**src/include/rtc_pkg.sv**
```systemverilog
// Register map, field layout and reset values of the calendar clock.
// Assumes a 32-bit Avalon-MM slave with byte addresses.
package rtc_pkg;
	localparam logic [5:0] ADDR_SEC = 6'h00;
	localparam logic [5:0] ADDR_MIN = 6'h04;
	localparam logic [5:0] ADDR_HOUR = 6'h08;
	localparam logic [5:0] ADDR_DOW = 6'h0C;
	localparam logic [5:0] ADDR_DOM = 6'h10;
	localparam logic [5:0] ADDR_MON = 6'h14;
	localparam logic [5:0] ADDR_YEAR = 6'h18;
	localparam logic [5:0] ADDR_UNLOCK = 6'h1C;
	localparam logic [5:0] ADDR_TRIM = 6'h20;
	localparam logic [5:0] ADDR_RATE = 6'h24;
	localparam logic [5:0] ADDR_FRACTION_OF_SECOND_COUNT = 6'h28;
	localparam logic [5:0] ADDR_RESTART = 6'h2C;
	localparam logic [5:0] ADDR_IRQ = 6'h30;
	localparam int RATE_FRAC_LSB = 0;
	localparam int RATE_PER_LSB = 2;
	localparam int IRQ_EN_BIT = 0;
	localparam int IRQ_FLAG_BIT = 1;
	localparam logic [16:0] PERIOD_RST = 17'h10000;
	localparam logic [1:0] FRAC_RST = 2'h0;
	localparam logic [6:0] TRIM_RST = 7'h20;
	localparam logic [7:0] SUB_TOP = 8'hFF;
	localparam logic [17:0] SUB_STEP = 18'h00100;
	localparam logic [5:0] SEC_MAX = 6'h3B;
	localparam logic [5:0] MIN_MAX = 6'h3B;
	localparam logic [4:0] HOUR_MAX = 5'h17;
	localparam logic [2:0] DOW_MAX = 3'h7;
	localparam logic [3:0] MON_MAX = 4'hC;
	localparam logic [6:0] YEAR_MAX = 7'h63;
	typedef struct packed {
		logic [6:0] yr;
		logic [3:0] mon;
		logic [4:0] dom;
		logic [2:0] dow;
		logic [4:0] hr;
		logic [5:0] mn;
		logic [5:0] sc;
	} rtc_time_s;
	localparam rtc_time_s TIME_RST = '{yr: 7'h00, mon: 4'h1, dom: 5'h01, dow: 3'h1,
		hr: 5'h00, mn: 6'h00, sc: 6'h00};
endpackage

```
**src/rtl/rtc_calendar.sv**
```systemverilog
// Calendar clock with trim, rate adjust, sub-second count and one-second event.
// Assumes CRYSTAL_TICK is the raw 32.768 kHz square wave, asynchronous to CLK.
//
// Notes on behaviour
// - Seconds to year counters; minutes to year read through snapshot registers, seconds read live.
// - Day of month rolls over by month length, February leap-aware.
// - Time counters reset only by the battery supply reset; outputs reset by the system reset.
// - Reading seconds snapshots all other time output registers together.
// - Every read takes exactly one wait state.
// - A time register write is accepted only right after an unlock write.
// - New rate values load into the counters at the next second boundary.
// - Period and fraction are contiguous; 4*period+fraction cycles per 8 s.
// - Reset period is 0x10000 and fraction 0, giving 32768 cycles per second.
// - Fraction LSB adds single cycles through a carry accumulator.
// - Seven-bit load trim drives the oscillator, changeable at any time.
// - Sub-second count holds remaining 1/256 second units until the boundary.
// - Any write to the restart register restarts the sub-second count.
// - Seconds write loads at the next boundary instead of the increment.
// - Counters advance only on crystal edges, never on the system clock rate.
// - One-second flag has an enable and drives the shared interrupt request.
// - Flag cleared only by writing zero to it; ones are ignored.
`timescale 1ns/100ps
module rtc_calendar import rtc_pkg::*; #(
	// Period used until the first boundary after a battery reset
	parameter logic [16:0] FIRST_PERIOD = PERIOD_RST
) (
	input wire logic CLK,
	input wire logic RST_N,
	input wire logic BATTERY_BACKED_SUPPLY_RST_N,
	input wire logic CE,
	input wire logic CRYSTAL_TICK,
	input wire logic [5:0] ADDRESS,
	input wire logic READ,
	input wire logic WRITE,
	input wire logic [31:0] WRITEDATA,
	output logic [31:0] READDATA,
	output logic WAITREQUEST,
	output logic ONE_SECOND_IRQ,
	output logic ONE_SECOND_EVENT,
	output logic [6:0] LOAD_CAP_TRIM
);
	function automatic logic [4:0] days_in_month(input logic [3:0] m, input logic [6:0] y);
		case (m)
			4'h2: days_in_month = (y[1:0] == 2'h0) ? 5'h1D : 5'h1C;
			4'h4, 4'h6, 4'h9, 4'hB: days_in_month = 5'h1E;
			default: days_in_month = 5'h1F;
		endcase
	endfunction

	logic [2:0] xs_reg;
	logic xl_reg;
	logic [16:0] cyc_reg;
	logic [2:0] facc_reg;
	logic extra_reg;
	logic [16:0] per_act_reg;
	logic [1:0] frac_act_reg;
	rtc_time_s t_reg, t_next, snap_reg;
	logic [5:0] pend_reg;
	logic pend_v_reg;
	logic [7:0] sub_reg;
	logic [16:0] sacc_reg;
	logic wait_reg, unlock_reg, flag_reg, en_reg, irq_reg, evt_reg;
	logic [16:0] per_sw_reg;
	logic [1:0] frac_sw_reg;
	logic [6:0] trim_reg;
	logic [31:0] rdata_reg, rd_w;

	// Crystal edge, counted once stages two and three agree
	wire xstable_w = xs_reg[1] == xs_reg[2];
	wire tick_w = CE && xstable_w && xs_reg[2] && !xl_reg;
	wire [16:0] seclen_w = {1'b0, per_act_reg[16:1]} + {16'h0000, extra_reg};
	wire sec_tick_w = tick_w && (cyc_reg == seclen_w - 17'h00001);
	wire [3:0] fsum_w = {1'b0, facc_reg} + {1'b0, per_sw_reg[0], frac_sw_reg};
	wire [17:0] ssum_w = {1'b0, sacc_reg} + SUB_STEP;
	wire sstep_w = ssum_w >= {1'b0, seclen_w};

	// Bus handshake
	wire req_w = CE && (READ || WRITE) && wait_reg;
	wire done_w = CE && (READ || WRITE) && !wait_reg;
	wire wr_w = done_w && WRITE;
	wire rd_sec_w = req_w && READ && ADDRESS == ADDR_SEC;
	wire time_addr_w = ADDRESS <= ADDR_YEAR && ADDRESS[1:0] == 2'h0;
	wire wr_time_w = wr_w && unlock_reg && time_addr_w;
	wire wr_restart_w = wr_w && ADDRESS == ADDR_RESTART;
	wire wr_irq_w = wr_w && ADDRESS == ADDR_IRQ;
	wire flag_clr_w = wr_irq_w && !WRITEDATA[IRQ_FLAG_BIT];
	wire [4:0] dim_w = days_in_month(t_reg.mon, t_reg.yr);

	always_comb begin
		t_next = t_reg;
		if (sec_tick_w) begin
			if (pend_v_reg) begin
				t_next.sc = pend_reg;
			end else if (t_reg.sc < SEC_MAX) begin
				t_next.sc = t_reg.sc + 6'h01;
			end else begin
				t_next.sc = 6'h00;
				t_next.mn = (t_reg.mn < MIN_MAX) ? t_reg.mn + 6'h01 : 6'h00;
				if (t_reg.mn == MIN_MAX) begin
					t_next.hr = (t_reg.hr < HOUR_MAX) ? t_reg.hr + 5'h01 : 5'h00;
					if (t_reg.hr == HOUR_MAX) begin
						t_next.dow = (t_reg.dow < DOW_MAX) ? t_reg.dow + 3'h1 : 3'h1;
						t_next.dom = (t_reg.dom < dim_w) ? t_reg.dom + 5'h01 : 5'h01;
						if (t_reg.dom >= dim_w) begin
							t_next.mon = (t_reg.mon < MON_MAX) ? t_reg.mon + 4'h1 : 4'h1;
							if (t_reg.mon == MON_MAX) begin
								t_next.yr = (t_reg.yr < YEAR_MAX) ? t_reg.yr + 7'h01 : 7'h00;
							end
						end
					end
				end
			end
		end
		if (wr_time_w) begin
			case (ADDRESS)
				ADDR_MIN: t_next.mn = WRITEDATA[5:0];
				ADDR_HOUR: t_next.hr = WRITEDATA[4:0];
				ADDR_DOW: t_next.dow = WRITEDATA[2:0];
				ADDR_DOM: t_next.dom = WRITEDATA[4:0];
				ADDR_MON: t_next.mon = WRITEDATA[3:0];
				ADDR_YEAR: t_next.yr = WRITEDATA[6:0];
				default: t_next.sc = t_next.sc;
			endcase
		end
	end

	always_comb begin
		rd_w = 32'h00000000;
		case (ADDRESS)
			ADDR_SEC: rd_w[5:0] = t_reg.sc;
			ADDR_MIN: rd_w[5:0] = snap_reg.mn;
			ADDR_HOUR: rd_w[4:0] = snap_reg.hr;
			ADDR_DOW: rd_w[2:0] = snap_reg.dow;
			ADDR_DOM: rd_w[4:0] = snap_reg.dom;
			ADDR_MON: rd_w[3:0] = snap_reg.mon;
			ADDR_YEAR: rd_w[6:0] = snap_reg.yr;
			ADDR_TRIM: rd_w[6:0] = trim_reg;
			ADDR_RATE: rd_w[18:0] = {per_sw_reg, frac_sw_reg};
			ADDR_FRACTION_OF_SECOND_COUNT: rd_w[7:0] = sub_reg;
			ADDR_IRQ: rd_w[1:0] = {flag_reg, en_reg};
			default: rd_w = 32'h00000000;
		endcase
	end

	// Battery-backed domain: survives the system reset
	always_ff @(posedge CLK or negedge BATTERY_BACKED_SUPPLY_RST_N) begin
		if (!BATTERY_BACKED_SUPPLY_RST_N) begin
			xs_reg <= 3'h0;
			xl_reg <= 1'b0;
			cyc_reg <= 17'h00000;
			facc_reg <= 3'h0;
			extra_reg <= 1'b0;
			per_act_reg <= FIRST_PERIOD;
			frac_act_reg <= FRAC_RST;
			t_reg <= TIME_RST;
			snap_reg <= TIME_RST;
			pend_reg <= 6'h00;
			pend_v_reg <= 1'b0;
			sub_reg <= SUB_TOP;
			sacc_reg <= 17'h00000;
		end else if (CE) begin
			xs_reg <= {xs_reg[1:0], CRYSTAL_TICK};
			if (xstable_w) begin
				xl_reg <= xs_reg[2];
			end
			t_reg <= t_next;
			if (rd_sec_w) begin
				snap_reg <= t_reg;
			end
			if (wr_time_w && ADDRESS == ADDR_SEC) begin
				pend_reg <= WRITEDATA[5:0];
				pend_v_reg <= 1'b1;
			end else if (sec_tick_w) begin
				pend_v_reg <= 1'b0;
			end
			if (sec_tick_w) begin
				cyc_reg <= 17'h00000;
				per_act_reg <= per_sw_reg;
				frac_act_reg <= frac_sw_reg;
				facc_reg <= fsum_w[2:0];
				extra_reg <= fsum_w[3];
			end else if (tick_w) begin
				cyc_reg <= cyc_reg + 17'h00001;
			end
			if (sec_tick_w || wr_restart_w) begin
				sub_reg <= SUB_TOP;
				sacc_reg <= 17'h00000;
			end else if (tick_w) begin
				sacc_reg <= sstep_w ? 17'(ssum_w - {1'b0, seclen_w}) : ssum_w[16:0];
				if (sstep_w && sub_reg != 8'h00) begin
					sub_reg <= sub_reg - 8'h01;
				end
			end
		end
	end

	// System domain: bus slave and control
	always_ff @(posedge CLK or negedge RST_N) begin
		if (!RST_N) begin
			wait_reg <= 1'b1;
			rdata_reg <= 32'h00000000;
			unlock_reg <= 1'b0;
			flag_reg <= 1'b0;
			en_reg <= 1'b0;
			irq_reg <= 1'b0;
			evt_reg <= 1'b0;
			per_sw_reg <= PERIOD_RST;
			frac_sw_reg <= FRAC_RST;
			trim_reg <= TRIM_RST;
		end else if (CE) begin
			if (req_w) begin
				wait_reg <= 1'b0;
				rdata_reg <= rd_w;
			end else if (done_w) begin
				wait_reg <= 1'b1;
			end
			if (wr_w) begin
				unlock_reg <= ADDRESS == ADDR_UNLOCK;
			end
			if (wr_w && ADDRESS == ADDR_TRIM) begin
				trim_reg <= WRITEDATA[6:0];
			end
			if (wr_w && ADDRESS == ADDR_RATE) begin
				per_sw_reg <= WRITEDATA[RATE_PER_LSB +: 17];
				frac_sw_reg <= WRITEDATA[RATE_FRAC_LSB +: 2];
			end
			if (wr_irq_w) begin
				en_reg <= WRITEDATA[IRQ_EN_BIT];
			end
			flag_reg <= sec_tick_w || (flag_reg && !flag_clr_w);
			irq_reg <= flag_reg && en_reg;
			evt_reg <= sec_tick_w;
		end
	end

	assign READDATA = rdata_reg;
	assign WAITREQUEST = wait_reg;
	assign ONE_SECOND_IRQ = irq_reg;
	assign ONE_SECOND_EVENT = evt_reg;
	assign LOAD_CAP_TRIM = trim_reg;
endmodule // rtc_calendar
```
**config.mk**
```make
export PLATFORM = sky130hd
export DESIGN_NAME = rtc_calendar
export DESIGN_NICKNAME = d
export VERILOG_FILES = /design/src/include/rtc_pkg.sv /design/src/rtl/rtc_calendar.sv
export SDC_FILE = /design/constraint.sdc
export NUM_CORES = 1
export LEC_CHECK = 0
export BUFFER_PORTS_ARGS = -buffer_cell sky130_fd_sc_hd__buf_2
export CAP_MARGIN = 20
export CORE_UTILIZATION = 60
export DETAILED_ROUTE_END_ITERATION = 16
export GPL_TIMING_DRIVEN = 0
export PLACE_DENSITY = 0.79
export SLEW_MARGIN = 15
export SYNTH_ARGS = -nofsm -noshare
export SYNTH_HDL_FRONTEND = slang
export SYNTH_SLANG_ARGS = --single-unit
export TNS_END_PERCENT = 10
```
**constraint.sdc**
```tcl
create_clock -name CLK -period 9.15 [get_ports CLK]
set_clock_uncertainty 0.05 [all_clocks]
set_input_delay 1.83 -clock CLK [delete_from_list [all_inputs] [get_ports CLK]]
set_output_delay 1.83 -clock CLK [all_outputs]
set_load 0.03 [all_outputs]
```
# == Word-level counts from Yosys, hierarchy flattened ==
# Cells that the tools add are included.
# word_totals
reg_bits,191
inputBits,45
output_inout_bits,42
word_cells,176
# classes
addsub,14
n_lt_le_gt_ge,10
n_eq_ne,22
mux,44
n_reduce_logical,53
# ops
operator,count
$mux 17,5
$mux 36,2
$mux 30,2
$eq 6x6->1 const B,6
$reduce_and 2->1,13
$eq 6x5->1 const B,4
$mux 24,1
$mux 6,4
$mux 8,3
$logic_and 1x1->1,22
$mux 11,2
$pmux 2 s11,1
$mux 7,3
$mux 5,4
$mux 19,1
$add 17x9->18 const B,1
$ge 18x17->1,1
$add 16x1->17,1
$add 17x1->17 const B,1
$eq 17x17->1,1
$sub 17x1->17 const B,1
$sub 17x17->17,1
$add 6x1->6 const B,2
$eq 4x4->1 const B,3
other kinds (38),58

# == Longest topological paths before layout ==
# depth
word_depth,12
depth_mapped,20
depth_no_buf,16

# == Worst setup path after synthesis ==
# OpenSTA, ideal clock, no wires.
# synth_timing
path_kind,input to register
start,in CE
end,reg t_reg[32] (netlist name)
setup_ps,82
arrival_time_ps,3963
required_ps,9018
path_slack_ps,5055
path_stages,10
path_buffers,0
path_cell_list,nand2_1 -> nor3_1 -> nand4_1 -> nor3b_1 -> o2111ai_1 -> nor3_2 -> nand4b_4 -> or3_4 -> or4_1 -> a31oi_1
# synth_between
elab_chain_cells,7
elab_cells_between_ends,12
cone_classes,mux (3); reduce/logical (9)
# synth_rtl
item,line_no,text
from (decl),rtc_calendar.sv:30,"input wire logic CE,"
$logic_and 1x1->1 (3 in series),rtc_calendar.sv:70,wire tick_w = CE && xstable_w && xs_reg[2] && !xl_reg;
$logic_and 1x1->1,rtc_calendar.sv:72,wire sec_tick_w = tick_w && (cyc_reg == seclen_w - 17'h00001);
$mux 36,rtc_calendar.sv:91,if (sec_tick_w) begin
$mux 7,rtc_calendar.sv:115,case (ADDRESS)
$mux 36,rtc_calendar.sv:114,if (wr_time_w) begin
to (signal assigned),rtc_calendar.sv:166,t_reg <= t_next;
to (decl),rtc_calendar.sv:57,"rtc_time_s t_reg, t_next, snap_reg;"
# Parallel ways exist; a longest one is shown, timed or not.
# A chain may end at the register's enable or synchronous reset.

# == Worst setup path in the final report ==
# layout_timing
start,in CE
end,reg per_act_reg[16]
# layout_between
elab_chain_cells,5
# layout_rtl
item,line_no,text
$logic_and 1x1->1 (3 in series),rtc_calendar.sv:70,
$logic_and 1x1->1,rtc_calendar.sv:72,
$reduce_and 2->1 (no line) *,n/a,
to (signal assigned),rtc_calendar.sv:178,per_act_reg <= per_sw_reg;
to (decl),rtc_calendar.sv:55,logic [16:0] per_act_reg;
# Every way passes the cells marked *; elsewhere a longest branch is shown, timed or not.

==> flow_metrics.env <==
export IMPL_status="finished clean"
export IMPL_maxSlewHeadroom=0.315
export IMPL_clock_sinks=190
export IMPL_globalplace_congestion=1.00
export IMPL_setup_viol=0
export IMPL_r2r_end="per_act_reg[16]$_DFFE_PN1P_"
export IMPL_path_class="in2reg"
export IMPL_final_common_cell="dfrtp_1"
export IMPL_required_ns=9.50
export IMPL_drc_errors=0
export IMPL_crit_arrival_ns=5.50
export IMPL_min_from="per_act_reg[1]$_DFFE_PN0P_"
export IMPL_drtIter0Drc=891
export IMPL_maxCapViolCount=0
export IMPL_fin_nets=1401
export IMPL_grt_overflow=0
export IMPL_initial_utilization=0.611
export IMPL_htreeDepth=4
export IMPL_synth_edff_count=0
export IMPL_final_area_sq_um=12700
export IMPL_grtUsageTotal=0.317
export IMPL_cts_clk_slew_worst_paths_ns=0.08
export IMPL_critical_path_startpoint_type="primary input"
export IMPL_hold_violations=0
export IMPL_utilization=0.681
export IMPL_yosys_warnings=0
export IMPL_tritoncts="built"
export IMPL_cp_end_kind="register"
export IMPL_maxSlewViolCount=0
export IMPL_vdd_ir_drop_max_mv=0.154
export IMPL_dieArea_sq_um=19600
export IMPL_max_clock_freq_ghz=0.194
export IMPL_holdBufCountCts=0
export IMPL_netlist_instances=1224
export IMPL_fin_ws_ns=4.00
export IMPL_finalSetupTns_ns=0
export IMPL_cts_buffer_depth=2
export IMPL_worstPathMaxFanout=10
export IMPL_hp_class="reg2reg"
export IMPL_syn_area_per_cell_sq_um=9.33
export IMPL_reg2reg_from="extra_reg$_DFFE_PN0P_"
export IMPL_cts_repair_timing_setup_buffer_count=0
export IMPL_numPortBuffers=56
export IMPL_async_flop_share=1.00
export IMPL_hold_depth=2
export IMPL_synth_distinct_cells=82
export IMPL_place_ws_ns=3.68
export IMPL_ys_ff_latch=190
export IMPL_cts_root_buf="clkbuf_16"
export IMPL_leakage_nw=5.89
export IMPL_post_dp_hpwl_um=21900
export IMPL_cts_buffers=17
export IMPL_cts_resized=0
export IMPL_viasPerCell=6.23
export IMPL_rsz0062_at_grt="false"
export IMPL_synthFlopType="dfrtp_1"
export IMPL_min_period_ns=5.15
export IMPL_grt_max_degree=107
export IMPL_placed_area_sq_um=12100
export IMPL_min_period_over_period=0.563
export IMPL_layout_common_cells="dfrtp_1, nand2_1, nor2_1"
export IMPL_row_count=50
export IMPL_r2r_cells=16
export IMPL_grt_pass1_vias=9374
export IMPL_holdWs_ns=0.424
export IMPL_powerDensity_nw_per_um2=196
export IMPL_post_place_cells=1529
export IMPL_post_drt_wl_per_cell_um=19.2
export IMPL_chipHeight_um=140
export IMPL_ios=87
export IMPL_diodes=0
export IMPL_fp_dieW_um=140
export IMPL_grt_pass1_wl_um=48400
export IMPL_antenna_left=0
export IMPL_ys_seq_area_frac=0.418
export IMPL_area_growth_syn_to_layout_pct=11.5
export IMPL_worst_pin_slew_ns=1.02
export IMPL_routed_wl_um=29900
export IMPL_finalPower_mw=2.49
export IMPL_clk_latency_ns=0.46
export IMPL_final_layout_size_suffix_gt1_frac=0.167
export IMPL_antenna_found_initial=0
export IMPL_coreArea_sq_um=18700
export IMPL_vias=9732
export IMPL_hold_end="per_act_reg[1]$_DFFE_PN0P_"
export IMPL_instances_no_fill=1561
export IMPL_largest_register_ffs=36
export IMPL_dr_pass1_iters=6
export IMPL_synth_area_sq_um=11400
export IMPL_reg2reg_slack_ns=4.11
[power breakdown]
group | switching, mW | leakage (nW) | internal (mW)
logic | 0.402 | 3.09 | 0.300
registers | 0.0833 | 2.50 | 0.928
clock network | 0.393 | 0.302 | 0.384
total | 0.878 | 5.89 | 1.61
[final cells by class]
class                           count  area (sq um)
Tap cell                          234           293
Fill cell                        1455          5980
Inverter                           51           191
Sequential cell                   190          4780
Multi-Input combinational cell    926          6160
Timing Repair Buffer               59           343
Clock inverter                     14           183
Clock buffer                       18           439
Buffer                             69           342
[layer usage]
layer  track usage  vias up  routed length [um]
met5             0        -                   0
met4         0.128        0                1040
li1              -     4571                   -
met1         0.412     4730               12600
met2         0.527      368               14400
met3        0.0540       63                1840
[Yosys cell counts, types with 5 or more instances]
cell        n  area, sq um
o21a_1      5         37.5
o211ai_1    8         60.1
nor3_1     29          145
a21o_1     13         97.6
mux2_2     62          698
a31oi_1    22          138
o21ai_0    86          430
buf_2       8         40.0
and3_1     25          156
and2_1     10         62.6
nand4_1    25          156
and4_1      6         52.6
xor2_1     30          263
nand3_1    34          170
nor4_1     11         68.8
inv_1      51          191
buf_1       7         26.3
clkbuf_1   36          135
nand2_1   143          537
o31ai_1     7         52.6
or3_1       8         50.1
a221oi_1    5         43.8
dfrtp_1   172         4300
mux2i_1    16          160
ha_1       40          500
nand2b_1   12         75.1
xnor2_1    36          315
a22oi_1    25          188
a21oi_1    52          260
or2_2       5         31.3
buf_4      15          113
nor2_1     95          357
dfstp_2    18          473
a211oi_1    6         45.0
nor2b_1    12         75.1
[kinds of logic (layout without fill, tap and decap cells)]
family | Yosys count | after routing | synth area share
AND/OR/NAND/NOR | 438 | 438 | 0.189
buffers and inverters | 120 | 211 | 0.0467
XOR/XNOR | 71 | 71 | 0.0600
adder cells (fa/ha/maj) | 43 | 43 | 0.0482
multiplexers | 78 | 78 | 0.0752
flip-flops | 190 | 190 | 0.418
other | 1 | 13 | 0.000328
AO/OA/AOI/OAI | 283 | 283 | 0.162
[how the worst max path moves through the flow]
stage               depth (start not counted)  slack, ns                   from                           to
global placement                           13       3.64                     CE  per_act_reg[16]$_DFFE_PN1P_
global route                               18       3.74  extra_reg$_DFFE_PN0P_      sacc_reg[6]$_DFFE_PN0P_
detailed placement                         13       3.68                     CE  per_act_reg[16]$_DFFE_PN1P_
floorplan                                  10       5.05                     CE        t_reg[32]$_DFFE_PN0P_
CTS                                        13       4.12                     CE  per_act_reg[16]$_DFFE_PN1P_
finish                                     13       4.00                     CE  per_act_reg[16]$_DFFE_PN1P_
[critical path, cell delays in order]
cell and delay, ns:
buf_2 0.19, nand2_1 0.11, nor3_1 0.59, nand4_1 0.15, nor3b_1 0.24, o2111ai_1 0.20, nor3_2 0.22, nand4b_4 0.26
nor2_1 0.25, clkbuf_1 0.52, buf_1 0.62, nand2_1 0.21, nand2_1 0.11
(Power assumes the default switching activity.)
